**src/hdl/iars_pkg.sv**
```systemverilog
// Purpose: constants for the interrupt accept/return sequencer
// Assumes: 16 priority slots, slot 0 is reset
// Notes: vector addresses descend by two from the top of memory
package iars_pkg;
    localparam int unsigned NSRC = 16;
    localparam int unsigned ACCEPT_CYCLES = 8;
    localparam logic [3:0] ACC_LAST = 4'h7;
    localparam logic [3:0] SRC_SOFT = 4'h1;
    localparam logic [3:0] SRC_WDT = 4'h2;
    localparam logic [3:0] SRC_EXT0 = 4'h3;
    localparam logic [15:0] VEC_TOP = 16'hFFFE;
    localparam logic [15:0] SP_STEP = 16'h0003;
    localparam logic [7:0] SOFT_TRAP_OPCODE = 8'hFF;
    localparam logic [15:0] TEST_ROM_LO = 16'h7F80;
    localparam logic [15:0] TEST_ROM_HI = 16'h7FFF;
    localparam logic [15:0] PEND_RESET = 16'h0000;
    localparam logic [3:0] CNT_RESET = 4'h0;
    typedef enum logic [1:0] {
        IARS_RUN = 2'b00,
        IARS_ACCEPT = 2'b01
    } iars_state_t;
endpackage : iars_pkg

```
**src/hdl/iars_sequencer.sv**
```systemverilog
// Summary of operation
// pending flag holds until taken, reset, or software clear
// acceptance takes exactly eight cycles after instruction completes
// acceptance clears master enable; non-maskable blocks further acceptance
// only the taken source's pending latch is cleared
// PC and status pushed, three bytes, stack pointer minus three
// vector slot address given for entry fetch into PC
// master enable zero blocks every maskable request
// external zero has no per-source enable, only its gate
// gate low stops external-zero edges setting the latch
// only PC and status word saved by hardware
// bank selector lives in saved status, restored by returns
// maskable return restores, stack plus three, enable set
// non-maskable return sets enable only if it was one
// requests sampled in final instruction cycle
// soft trap raises software interrupt at once, highest priority
// soft trap during non-maskable service acts as no-operation
// fetch from missing address yields FF, a soft trap
// fetch from RAM or SFR area raises address-trap reset
// test-ROM range fetches never yield FF
// highest fixed priority wins, own vector per source
// reset clears latches; software clears only, never sets
// pseudo non-maskables ignore enables but never nest
// request after final-cycle sample waits for next instruction
//
// Purpose: accept interrupts and sequence returns for the core
// Assumes: core pulses i_last_cycle in each instruction's final cycle
// Notes: core performs bus transfers; this block issues the orders
`timescale 1ns/1ps
`default_nettype none
module iars_sequencer (
    input wire logic i_clk_sys,
    input wire logic i_rstn,
    input wire logic [15:0] i_irq_req,
    input wire logic [15:0] i_pend_clear,
    input wire logic [15:0] i_per_source_enable,
    input wire logic i_ext_irq_zero_fall,
    input wire logic i_ext_zero_gate,
    input wire logic i_last_cycle,
    input wire logic i_soft_trap_op,
    input wire logic i_maskable_return_op,
    input wire logic i_nonmaskable_return_op,
    input wire logic i_ei_op,
    input wire logic i_di_op,
    input wire logic [15:0] i_fetch_addr,
    input wire logic i_fetch,
    input wire logic i_addr_exists,
    input wire logic i_addr_is_data,
    output logic [15:0] o_irq_pending_latch,
    output logic o_master_irq_enable,
    output logic o_accepting,
    output logic o_accept_done,
    output logic [15:0] o_vector_addr,
    output logic o_push_ctx,
    output logic o_pop_ctx,
    output logic [15:0] o_sp_delta,
    output logic o_sp_dec,
    output logic o_force_ff,
    output logic o_addr_trap_reset,
    output logic o_soft_trap_nop
);
    ////////////////////////////////////////////////////////////////////
    // helpers
    // vector address of a priority slot
    function automatic logic [15:0] iars_vec(input logic [3:0] s);
        iars_vec = iars_pkg::VEC_TOP - {11'h000, s, 1'b0};
    endfunction : iars_vec

    iars_pkg::iars_state_t state_r;
    logic [15:0] pend_r;
    logic imf_r;
    logic [3:0] cnt_r;
    logic nmi_busy_r;
    logic imf_at_nmi_r;
    logic [15:0] raw_set;
    logic [15:0] eligible;
    logic [3:0] win;
    logic win_any;
    logic trap_go;
    logic take;
    logic is_pseudo;

    ////////////////////////////////////////////////////////////////////
    // request qualification
    always_comb begin
        raw_set = i_irq_req;
        // gated edge
        raw_set[iars_pkg::SRC_EXT0] = i_ext_irq_zero_fall & i_ext_zero_gate;
        raw_set[1:0] = 2'b00;
        eligible = 16'h0000;
        // master enable gate
        if (imf_r) begin
            eligible = pend_r & i_per_source_enable;
            // ext zero bypasses enable
            eligible[iars_pkg::SRC_EXT0] = pend_r[iars_pkg::SRC_EXT0];
        end
        eligible[1:0] = 2'b00;
        eligible[iars_pkg::SRC_EXT0 - 4'h1] = 1'b0;
        // watchdog ignores enables but never nests
        eligible[iars_pkg::SRC_WDT] = pend_r[iars_pkg::SRC_WDT] & ~nmi_busy_r;
        // non-maskable in service blocks all
        if (nmi_busy_r) begin
            eligible = 16'h0000;
        end
    end

    // fixed priority, lowest index wins
    always_comb begin
        win = 4'h0;
        win_any = 1'b0;
        for (int i = iars_pkg::NSRC - 1; i >= 0; i--) begin
            if (eligible[i]) begin
                win = 4'(i);
                win_any = 1'b1;
            end
        end
    end

    // soft trap first; none while non-maskable runs
    assign trap_go = i_soft_trap_op & i_last_cycle & ~nmi_busy_r
                     & (state_r == iars_pkg::IARS_RUN);
    // sample in final cycle
    assign take = (trap_go | (win_any & i_last_cycle))
                  & (state_r == iars_pkg::IARS_RUN);
    assign is_pseudo = trap_go | (win == iars_pkg::SRC_WDT);

    ////////////////////////////////////////////////////////////////////
    // pending latches
    // hold until taken or cleared; reset clears, no set by sw
    always_ff @(posedge i_clk_sys) begin
        if (!i_rstn) begin
            pend_r <= iars_pkg::PEND_RESET;
        end else begin
            // clear taken latch; new request wins over clear
            pend_r <= (pend_r & ~i_pend_clear
                       & ~((take & ~trap_go) ? (16'h0001 << win) : 16'h0000))
                      | raw_set;
        end
    end

    ////////////////////////////////////////////////////////////////////
    // acceptance sequencer
    // eight cycles after instruction end
    always_ff @(posedge i_clk_sys) begin
        if (!i_rstn) begin
            state_r <= iars_pkg::IARS_RUN;
            cnt_r <= iars_pkg::CNT_RESET;
        end else begin
            case (state_r)
                iars_pkg::IARS_RUN: begin
                    if (take) begin
                        state_r <= iars_pkg::IARS_ACCEPT;
                        cnt_r <= iars_pkg::CNT_RESET;
                    end
                end
                iars_pkg::IARS_ACCEPT: begin
                    cnt_r <= cnt_r + 4'h1;
                    if (cnt_r == iars_pkg::ACC_LAST) begin
                        state_r <= iars_pkg::IARS_RUN;
                    end
                end
                default: state_r <= iars_pkg::IARS_RUN;
            endcase
        end
    end

    ////////////////////////////////////////////////////////////////////
    // master enable and non-maskable tracking
    // clear on accept; set on maskable return
    always_ff @(posedge i_clk_sys) begin
        if (!i_rstn) begin
            imf_r <= 1'b0;
            nmi_busy_r <= 1'b0;
            imf_at_nmi_r <= 1'b0;
        end else if (take) begin
            imf_r <= 1'b0;
            if (is_pseudo) begin
                nmi_busy_r <= 1'b1;
                imf_at_nmi_r <= imf_r;
            end
        end else if (i_maskable_return_op & i_last_cycle) begin
            imf_r <= 1'b1;
        end else if (i_nonmaskable_return_op & i_last_cycle) begin
            // restore only if enabled at entry
            imf_r <= imf_at_nmi_r;
            nmi_busy_r <= 1'b0;
        end else if (i_ei_op) begin
            imf_r <= 1'b1;
        end else if (i_di_op) begin
            imf_r <= 1'b0;
        end
    end

    ////////////////////////////////////////////////////////////////////
    // stack and vector orders to the core
    // push PC and status, three bytes; nothing else
    // bank selector travels inside status word
    always_ff @(posedge i_clk_sys) begin
        if (!i_rstn) begin
            o_accepting <= 1'b0;
            o_accept_done <= 1'b0;
            o_push_ctx <= 1'b0;
            o_pop_ctx <= 1'b0;
            o_sp_delta <= 16'h0000;
            o_sp_dec <= 1'b0;
            o_vector_addr <= 16'h0000;
            o_soft_trap_nop <= 1'b0;
        end else begin
            o_accepting <= take | ((state_r == iars_pkg::IARS_ACCEPT)
                                   & (cnt_r != iars_pkg::ACC_LAST));
            // entry fetched from vector slot
            o_accept_done <= (state_r == iars_pkg::IARS_ACCEPT)
                             & (cnt_r == iars_pkg::ACC_LAST);
            o_push_ctx <= take;
            // pop three bytes on either return
            o_pop_ctx <= (i_maskable_return_op | i_nonmaskable_return_op)
                         & i_last_cycle & ~take;
            o_sp_dec <= take;
            o_sp_delta <= (take | ((i_maskable_return_op
                           | i_nonmaskable_return_op) & i_last_cycle))
                          ? iars_pkg::SP_STEP : 16'h0000;
            if (take) begin
                o_vector_addr <= iars_vec(trap_go ? iars_pkg::SRC_SOFT : win);
            end
            // trap refused
            o_soft_trap_nop <= i_soft_trap_op & i_last_cycle & nmi_busy_r;
        end
    end

    ////////////////////////////////////////////////////////////////////
    // address error detection on fetch
    always_ff @(posedge i_clk_sys) begin
        if (!i_rstn) begin
            o_force_ff <= 1'b0;
            o_addr_trap_reset <= 1'b0;
        end else begin
            // missing address reads FF; test ROM excluded
            o_force_ff <= i_fetch & ~i_addr_exists & ~i_addr_is_data
                          & ~((i_fetch_addr >= iars_pkg::TEST_ROM_LO)
                              & (i_fetch_addr <= iars_pkg::TEST_ROM_HI));
            // fetch from data space
            o_addr_trap_reset <= i_fetch & i_addr_is_data;
        end
    end

    assign o_irq_pending_latch = pend_r;
    assign o_master_irq_enable = imf_r;

    ////////////////////////////////////////////////////////////////////
    // checks
    // requests latched late are not taken until next final cycle
    property p_no_take_off_final;
        @(posedge i_clk_sys) disable iff (!i_rstn)
        (state_r == iars_pkg::IARS_RUN && !i_last_cycle) |=> !o_push_ctx;
    endproperty
    a_no_take_off_final: assert property (p_no_take_off_final)
        else $error("acceptance outside a final cycle");

    property p_accept_len;
        @(posedge i_clk_sys) disable iff (!i_rstn)
        take |=> o_accepting [*8] ##1 !o_accepting;
    endproperty
    a_accept_len: assert property (p_accept_len)
        else $error("acceptance length not eight cycles");

    property p_imf_clear;
        @(posedge i_clk_sys) disable iff (!i_rstn)
        take |=> !o_master_irq_enable;
    endproperty
    a_imf_clear: assert property (p_imf_clear)
        else $error("master enable not cleared on accept");

    property p_masked;
        @(posedge i_clk_sys) disable iff (!i_rstn)
        (take && !imf_r && !trap_go) |-> win == iars_pkg::SRC_WDT;
    endproperty
    a_masked: assert property (p_masked)
        else $error("maskable taken with enable low");

    property p_gate;
        @(posedge i_clk_sys) disable iff (!i_rstn)
        (!i_ext_zero_gate && !pend_r[3]) |=> !pend_r[3];
    endproperty
    a_gate: assert property (p_gate)
        else $error("gated external zero set its latch");

    property p_maskable_return_op;
        @(posedge i_clk_sys) disable iff (!i_rstn)
        (i_maskable_return_op && i_last_cycle && !take)
        |=> o_master_irq_enable && o_pop_ctx && o_sp_delta == 16'h0003;
    endproperty
    a_maskable_return_op: assert property (p_maskable_return_op)
        else $error("maskable return incomplete");

    property p_push;
        @(posedge i_clk_sys) disable iff (!i_rstn)
        take |=> o_push_ctx && o_sp_dec && o_sp_delta == 16'h0003;
    endproperty
    a_push: assert property (p_push)
        else $error("context push missing");

    property p_nest;
        @(posedge i_clk_sys) disable iff (!i_rstn)
        nmi_busy_r |-> !(take && is_pseudo);
    endproperty
    a_nest: assert property (p_nest)
        else $error("pseudo non-maskable nested");

    property p_testrom;
        @(posedge i_clk_sys) disable iff (!i_rstn)
        (i_fetch && i_fetch_addr >= 16'h7F80 && i_fetch_addr <= 16'h7FFF)
        |=> !o_force_ff;
    endproperty
    a_testrom: assert property (p_testrom)
        else $error("test ROM fetch forced to trap");
endmodule : iars_sequencer
`default_nettype wire

```
**config.mk**
```make
export PLATFORM = sky130hd
export DESIGN_NAME = iars_sequencer
export DESIGN_NICKNAME = d
export VERILOG_FILES = /design/src/hdl/iars_pkg.sv /design/src/hdl/iars_sequencer.sv
export SDC_FILE = /design/constraint.sdc
export NUM_CORES = 1
export LEC_CHECK = 0
export BUFFER_PORTS_ARGS = -buffer_cell sky130_fd_sc_hd__buf_2
export CELL_PAD_IN_SITES_DETAIL_PLACEMENT = 1
export CELL_PAD_IN_SITES_GLOBAL_PLACEMENT = 1
export CORE_ASPECT_RATIO = 1.4
export CORE_MARGIN = 2
export CORE_UTILIZATION = 30
export DETAILED_ROUTE_END_ITERATION = 6
export GPL_ROUTABILITY_DRIVEN = 1
export GPL_TIMING_DRIVEN = 0
export PLACE_DENSITY = 0.92
export SETUP_SLACK_MARGIN = 0.1
export SYNTH_ARGS = -nofsm -noshare
export SYNTH_HDL_FRONTEND = slang
export SYNTH_SLANG_ARGS = --single-unit
```
**constraint.sdc**
```tcl
create_clock -name i_clk_sys -period 3.75 [get_ports i_clk_sys]
set_input_delay 0.375 -clock i_clk_sys [delete_from_list [all_inputs] [get_ports i_clk_sys]]
set_output_delay 0.375 -clock i_clk_sys [all_outputs]
set_load 0.03 [all_outputs]
```
**Yosys cells after proc, flatten, opt, wreduce, memory -nomap -nowiden**

Cells that the tools add are included.

- Bits in registers: 64
- Input bits: 77
- Word-level logic and storage cells: 125

- Add/subtract/negate cells: 2
- Order comparisons: 2
- Eq/ne operators: 8
- Shifts and indexed selects: 1
- Multiplexer cells: 50
- Bitwise operators: 38
- Reductions and logical operators: 9

Operators with widths:

| operator | count |
|---|---|
| two-way mux 4 bit | 18 |
| bitwise AND 16 bit | 3 |
| two-way mux 16 bit | 3 |
| inverter 16 bit | 2 |
| two-way mux 1 bit | 24 |
| bitwise AND 1 bit | 20 |
| greater-or-equal comparator 16 x 15 -> 1 bit (second input constant) | 1 |
| <= comparator 16 x 15 -> 1 bit (second input constant) | 1 |
| bitwise OR 16 bit | 1 |
| left shift 1 x 4 -> 16 bit (first input constant) | 1 |
| case mux 4 bit (2 select lines) | 1 |
| inverter 1 bit | 7 |
| subtractor 2 x 6 -> 7 bit (first input constant) | 1 |
| two-way mux 2 bit | 3 |
| != test 2 bit (second input constant) | 3 |
| AND reduction 2 bit | 3 |
| bitwise OR 1 bit | 5 |
| adder 4 x 1 -> 4 bit (second input constant) | 1 |
| == test 4 x 2 -> 1 bit (second input constant) | 1 |
| == test 4 x 3 -> 1 bit (second input constant) | 1 |
| != test 4 x 3 -> 1 bit (second input constant) | 1 |
| case mux 2 bit (2 select lines) | 1 |
| nonzero test 2 bit | 2 |
| nonzero test 4 bit | 1 |
| 5 further kinds | 5 |

**Longest topological paths before layout**

Gate-level depths: netlist of run 1.

- Depth after elaboration: 27
- Gate-level depth with buffers: 7
- Depth with buffers taken out: 5

**Worst setup path after synthesis of run 1**

No wires, ideal clock.

- Path kind: reg-to-reg
- Start point: register imf_r, in the netlist o_master_irq_enable
- End point: register pend_r[15], in the netlist o_irq_pending_latch[15]
- Setup time: 133 ps
- Arrival: 1767 ps
- Path slack: 1850 ps
- Cell stages (with the launch flop): 7
- Path buffers: 1
- Cell sequence: dfxtp_1 nand2b_4 buf_6 a31o_2 or4_4 nor3_1 a21oi_1

- Word-level cells in the longest chain between the ends: 26

Ends and longest elaborated chain:

| what | line | source |
|---|---|---|
| start: declaration | iars_sequencer.sv:71 | `logic imf_r;` |
| start signal: assignment | iars_sequencer.sv:185 | `imf_r <= imf_at_nmi_r;` |
| two-way mux 16 bit * | iars_sequencer.sv:92 | `if (imf_r) begin` |
| two-way mux 16 bit * | iars_sequencer.sv:102 | `if (nmi_busy_r) begin` |
| two-way mux 1 bit (16 in series) | iars_sequencer.sv:112 | `if (eligible[i]) begin` |
| bitwise AND 1 bit | iars_sequencer.sv:123 | `assign take = (trap_go \| (win_any & i_last_cycle))` |
| bitwise OR 1 bit | iars_sequencer.sv:123 |  |
| bitwise AND 1 bit | iars_sequencer.sv:124 | `& (state_r == iars_pkg::IARS_RUN);` |
| bitwise AND 1 bit | iars_sequencer.sv:136 | `& ~((take & ~trap_go) ? (16'h0001 << win) : 16'h0000))` |
| two-way mux 16 bit * | iars_sequencer.sv:136 |  |
| inverter 16 bit * | iars_sequencer.sv:136 |  |
| bitwise AND 16 bit * | iars_sequencer.sv:136 |  |
| bitwise OR 16 bit * | iars_sequencer.sv:137 | `\| raw_set;` |
| end signal: assignment | iars_sequencer.sv:132 | `pend_r <= iars_pkg::PEND_RESET;` |
| end signal: assignment | iars_sequencer.sv:135 | `pend_r <= (pend_r & ~i_pend_clear` |
| end: declaration | iars_sequencer.sv:70 | `logic [15:0] pend_r;` |

Mark *: on every way between the ends. The rest lies on a longest branch, timed or not.
A chain may end at the register's enable or synchronous reset.

**Final worst setup path of run 1**

- Start point: register pend_r[7], in the netlist o_irq_pending_latch[7]
- End point: register pend_r[8], in the netlist o_irq_pending_latch[8]

- Word-level cells in the longest chain between the ends: 19

Ends and longest elaborated chain:

| what | line | source |
|---|---|---|
| bitwise AND 16 bit * | iars_sequencer.sv:93 | `eligible = pend_r & i_per_source_enable;` |
| two-way mux 16 bit * | iars_sequencer.sv:92 |  |
| two-way mux 16 bit * | iars_sequencer.sv:102 |  |
| two-way mux 1 bit (8 in series) | iars_sequencer.sv:112 |  |
| bitwise AND 1 bit | iars_sequencer.sv:123 |  |
| bitwise OR 1 bit | iars_sequencer.sv:123 |  |
| bitwise AND 1 bit | iars_sequencer.sv:124 |  |
| bitwise AND 1 bit | iars_sequencer.sv:136 |  |
| two-way mux 16 bit * | iars_sequencer.sv:136 |  |
| inverter 16 bit * | iars_sequencer.sv:136 |  |
| bitwise AND 16 bit * | iars_sequencer.sv:136 |  |
| bitwise OR 16 bit * | iars_sequencer.sv:137 |  |

Marked as above.

==> results.txt, run 1 <==
outcome = finished clean
final setup vio count = 0
Initial Utilization = 30.9%
r2r startpoint = o_irq_pending_latch[7]$_SDFF_PN0_
FF-to-FF setup slack = 1.61 ns
hold path endpoint = o_irq_pending_latch[0]$_SDFF_PN0_
CTS Hold Bufs = 0
skew final = 0.00688 ns
vias in the first global route = 2251
critical path launch point = o_irq_pending_latch[7]$_SDFF_PN0_
Most used DFF post-synth = dfxtp_1
actual slew at the worst max-slew pin = 0.730 ns
Worst slew margin = 51.2%
Routed WL = 6680 um
fin crit period = 2.14 ns
WHS Path Cells = 2
fin. max-slew vios = 0
Post-CTS Setup Inserts = 0
max reg flops = 16
GPL Wtd Cong = 0.841
fraction of registers with async set/reset = 0%
row count = 35
post-synth cell types = 50
Num CTS Buffers = 5
final-stage net count = 449
clk root buf = clkbuf_8
max cap viols = 0
RSZ-0062 raised after global routing = false
largest net degree at the start of global routing = 13
initial antenna violation count = 0
startpoint of the most critical hold path = i_pend_clear[0]
CTS H-tree lvls = 2
r2r endpoint = o_irq_pending_latch[8]$_SDFF_PN0_
antenna cells = 0
post_cts resized = 0
sequential share of the synthesized area = 36.8%
WP data required = 3.89 ns
Via density = 4.96
P&R area growth vs syn = 37.1%
Total Neg Setup Slack = 0 ns
most frequent cells in the layout = 103 x buf_2, 37 x dfxtp_1, 28 x buf_4, 25 x nand2_1, 19 x nor2_1
CTS Sinks = 37
Via Count = 2207
Critical Path Sink Type = flip-flop
Synth Cell Area = 2010 um^2
Std-Cell Core Area = 6530 um^2
CP max FO = 5
Data arrival, critical path = 2.28 ns
io pins = 134
Startpoint Class = flip-flop
DRC = 0
DR iter-0 viols = 81
CTS clk-pin slew, worst paths = 0.07 ns
Crit Path Class = reg2reg
DRT antenna net count = 0
Filler Cell Count = 842
Bufs on Longest Clock Path = 2
FF+latch count, synth = 37
part of the cycle the worst path needs = 57.0%
routed len/inst = 15.0 um
first-pass GRT wire length = 10500 um
port bufs = 103
Total GRT Usage = 18.5%
die footprint = 7400 um^2
layout cells sized above 1 = 39.9%
Chip Width = 73.3 um
EDFF count, synth = 0
Synth Instances = 247
GRT overflow = 0
Avg Cell Area, Syn = 8.16 um^2
CTS tree = yes
Worst Hold Class = in2reg
leakage = 1.39 nW
worst vdd ir = 201 uV
Ys Warns = 0
Hold Violations, Final = 0
clock latency on the worst-skew pair = 0.29 ns
overall power = 0.00107 W
Reg2Reg Depth = 5
max frequency = 468 MHz
power density over the cells = 389 nW/um^2
1st-pass router iterations = 4
hpwl dp = 5550 um
most common cell after layout, fill and taps aside = buf_2
Die H = 101 um
## how the worst max path moves through the flow
stage,to,slack [ns],cells after the start
4_1_cts,o_irq_pending_latch[8]$_SDFF_PN0_,1.64,6
5_1_grt,o_irq_pending_latch[11]$_SDFF_PN0_,1.49,5
3_3_place_gp,o_irq_pending_latch[8]$_SDFF_PN0_,1.51,6
2_1_floorplan,o_irq_pending_latch[15]$_SDFF_PN0_,1.85,6
6_report,o_irq_pending_latch[8]$_SDFF_PN0_,1.61,5
3_5_place_dp,o_irq_pending_latch[8]$_SDFF_PN0_,1.53,6
## worst max-delay path, cell delays in order (launching register included)
cell      delay (ns)
dfxtp_1         0.34
a22oi_1         0.35
nand2b_1        0.20
a221o_1         0.26
nor3b_1         0.64
a311oi_2        0.20
## synth_stat cells, drive strengths merged, types with 5 or more instances
| cell type | n | area (um^2) |
|---|---|---|
| clkbuf | 5 | 18.8 |
| dfxtp | 37 | 741 |
| o21ai | 13 | 65.1 |
| inv | 13 | 48.8 |
| nor3 | 6 | 30.0 |
| a311oi | 5 | 50.0 |
| a21oi | 16 | 80.1 |
| buf | 29 | 221 |
| nor2 | 19 | 71.3 |
| nand2b | 5 | 38.8 |
| nand2 | 25 | 93.8 |
| nor2b | 10 | 62.6 |
## power by group
group          total (W)  internal, W  switching [W]  leakage, nW
sequential      0.000445     0.000420      0.0000252        0.305
clock           0.000286     0.000146       0.000140       0.0443
combinational   0.000343     0.000130       0.000214         1.04
total            0.00107     0.000696       0.000379         1.39
## per-stage QoR
stage	cell area [um^2]	hold slack [ns]	cells	setup slack, ns	util (%)
after floorplan	2070	0.435	261	1.85	-
after global placement	2680	0.449	438	1.51	41.0
after detailed placement	2680	0.460	438	1.53	41.0
after CTS	2760	0.228	445	1.64	42.3
after global routing	2760	0.231	445	1.49	42.3
final	2760	0.239	445	1.61	42.3
## cell families after synthesis
family | share of synthesized area (%)
DFF | 36.8
muxes | 0.497
and+or+nand+nor | 23.0
buffers and inverters | 14.3
AOI/OAI and AO/OA | 23.7
adders and majority gates | 0.621
xor gates and xnor gates | 0.870
other | 0.186
## layer usage
layer / wire [um] / GRT usage [%] / part of all wire, % / vias up
met5: 0 / 0 / 0 / -
met1: 2280 / 17.3 / 34 / 1036
met4: 178 / 7.12 / 2.7 / 0
li1: - / - / - / 1085
met2: 3800 / 36.2 / 57 / 74
met3: 419 / 5.20 / 6.3 / 12
## layout make-up
class	count	area, um^2	share of cell area [%]
Inverter	13	48.8	1.77
Buffer	34	240	8.70
Multi-Input combinational cell	177	1040	37.6
Tap cell	74	92.6	3.35
Sequential cell	37	741	26.8
Clock buffer	7	86.3	3.13
Timing Repair Buffer	103	515	18.7
Note: power is estimated with default switching activity, not from simulation.
==> run 2, diff against run 1 <==
CORE_UTILIZATION = 28   (was 30)
PLACE_DENSITY = 0.87   (was 0.92)
clock period = 2.14 ns   (was 3.75 ns; I/O delays follow)
==> run 2 against run 1 <==
Against the previous run: clock power increased by 91%; highest routed layer unchanged; first-iteration DRC count decreased by 14%; total power increased by 80%.
==> results.txt, run 2 (synthesis gave the netlist of run 1 again) <==
routed len/inst = 14.2 um (-5.3%)
most frequent cells in the layout = 103 x buf_2, 36 x dfxtp_1, 28 x buf_4, 25 x nand2_1, 19 x nor2_1
port bufs = 103 (unchanged)
leakage = 1.40 nW (+1.1%)
clk root buf = clkbuf_8
row count = 36 (+2.9%)
WP data required = 2.33 ns (-1.56 ns)
Bufs on Longest Clock Path = 2 (unchanged)
RSZ-0062 raised after global routing = false
DRT antenna net count = 0 (unchanged)
part of the cycle the worst path needs = 88.5% (+31 points)
worst vdd ir = 327 uV (+62%)
CTS Hold Bufs = 0 (unchanged)
CP max stage cell = a221o_1
Via density = 4.73 (-4.7%)
skew final = 0.00933 ns (+0.00245 ns)
Std-Cell Core Area = 6980 um^2 (+7.0%)
WHS Path Cells = 2 (unchanged)
most common cell after layout, fill and taps aside = buf_2
io pins = 134 (unchanged)
Chip Width = 75.7 um (+3.3%)
CTS clk-pin slew, worst paths = 0.08 ns (about the same)
1st-pass router iterations = 4 (unchanged)
Critical Path Sink Type = flip-flop
Combinational Power Share = 31.4% (-0.6 points)
max frequency = 528 MHz (+13%)
Hold Violations, Final = 0 (unchanged)
die footprint = 7900 um^2 (+6.8%)
Via Count = 2207 (unchanged)
CTS H-tree lvls = 2 (unchanged)
Pint = 0.00126 W (+81%)
Initial Utilization = 28.9% (-2.0 points)
Stages on worst setup path = 5 (unchanged)
P&R area growth vs syn = 40.1%
setup ws final = 0.247 ns (-1.37 ns)
Hold Worst Slack = 0.0835 ns (-0.156 ns)
clock latency on the worst-skew pair = 0.29 ns (about the same)
Num CTS Buffers = 5 (unchanged)
CP max FO = 5 (unchanged)
CTS Sinks = 37 (unchanged)
Psw = 0.000675 W (+78%)
Flop pwr share = 40.4% (-1.0 points)
Worst Hold Class = in2reg
clock power share = 28.2% (+1.6 points)
Reg2Reg Depth = 5 (unchanged)
Data arrival, critical path = 2.09 ns (-0.19 ns)
largest net degree at the start of global routing = 13 (unchanged)
Total Neg Setup Slack = 0 ns (unchanged)
fin. max-slew vios = 0 (unchanged)
CP bufs+invs = 0 (unchanged)
max cap viols = 0 (unchanged)
Startpoint Class = flip-flop
final setup vio count = 0 (unchanged)
Crit Path Class = reg2reg
first-pass GRT wire length = 10400 um (-1.1%)
DP Worst Slack = 0.0721 ns (-1.45 ns)
vias in the first global route = 2267 (+0.71%)
Switching Share = 34.9% (-0.33 points)
actual slew at the worst max-slew pin = 0.589 ns (-0.141 ns)
critical path's top delay family = compound AO/OA/AOI/OAI gates
Die H = 104 um (+3.4%)
Total GRT Usage = 16.9% (-1.6 points)
final-stage net count = 449 (unchanged)
initial antenna violation count = 0 (unchanged)
layout cells sized above 1 = 41.4% (+1.5 points)
Worst slew margin = 60.8% (+9.5 points)
max reg flops = 16 (unchanged)
hpwl dp = 5430 um (-2.2%)
GRT overflow = 0 (unchanged)
Routed WL = 6640 um (-0.61%)
power density over the cells = 685 nW/um^2 (+76%)
DRC = 0 (unchanged)
fin crit period = 1.89 ns (-0.245 ns)
CTS tree = yes
CP max stage delay = 0.39 ns (-0.25 ns)
antenna cells = 0 (unchanged)
outcome = finished clean
overall power = 0.00193 W (+80%)
DR iter-0 viols = 70 (-14%)
GPL Wtd Cong = 0.814 (-3.2%)
ordered list of cells on the worst path = a22o_1 -> or3_1 -> a221o_1 -> o21a_1 -> a311oi_1
==> run 2: path summary, 6_finish.rpt <==
kind | from | end | slack [ns]
hold / removal | i_pend_clear[0] | o_irq_pending_latch[0]$_SDFF_PN0_ | 0.08
setup reg to reg | o_irq_pending_latch[13]$_SDFF_PN0_ | o_irq_pending_latch[9]$_SDFF_PN0_ | 0.25
hold reg to reg | imf_at_nmi_r$_SDFFE_PN0P_ | imf_at_nmi_r$_SDFFE_PN0P_ | 0.47
setup / recovery | o_irq_pending_latch[13]$_SDFF_PN0_ | o_irq_pending_latch[9]$_SDFF_PN0_ | 0.25
==> run 2: cell type report <==
| type | count | area (um^2) |
|---|---|---|
| Sequential cell | 37 | 742 |
| Timing Repair Buffer | 103 | 515 |
| Clock inverter | 1 | 5.00 |
| Clock buffer | 7 | 96.3 |
| Tap cell | 95 | 119 |
| Fill cell | 907 | 4160 |
| Multi-Input combinational cell | 177 | 1050 |
| Buffer | 34 | 240 |
| Inverter | 13 | 48.8 |
==> run 2: layer usage <==
metal	up-vias	routed length [um]	track usage, %
li1	1082	-	-
met1	1041	2350	17.0
met2	72	3730	32.0
met3	12	407	4.07
met4	0	146	5.26
met5	-	0	0
==> run 2: worst reg2reg max path, delay by kind of cell, from the launching register on <==
kind | cells | cell delay [ns]
compound gates | 4 | 1.11
simple gates | 1 | 0.34
flops | 1 | 0.34
==> run 2: power groups by stage <==
stage	logic [W]	registers [W]	clock network [W]
after floorplan	0.000334	0.000865	0
after global placement	0.000586	0.000793	0
after detailed placement	0.000598	0.000796	0
after CTS	0.000607	0.000781	0.000568
after global routing	0.000653	0.000789	0.000592
final	0.000607	0.000781	0.000545
==> run 2: stage by stage <==
stage | area [um^2] | std cells | util (%)
2_1_floorplan | 2070 | 261 | -
3_3_place_gp | 2700 | 459 | 38.7
3_5_place_dp | 2700 | 459 | 38.7
4_1_cts | 2810 | 467 | 40.3
5_1_grt | 2820 | 467 | 40.4
6_report | 2820 | 467 | 40.4
==> run 2: timing repair <==
action / 4_1_cts / 5_1_grt
setup buffers: 0 / 0
resized for setup: 2 / 2
pin swaps: 0 / 0
setup endpoints to repair: 3 / 3
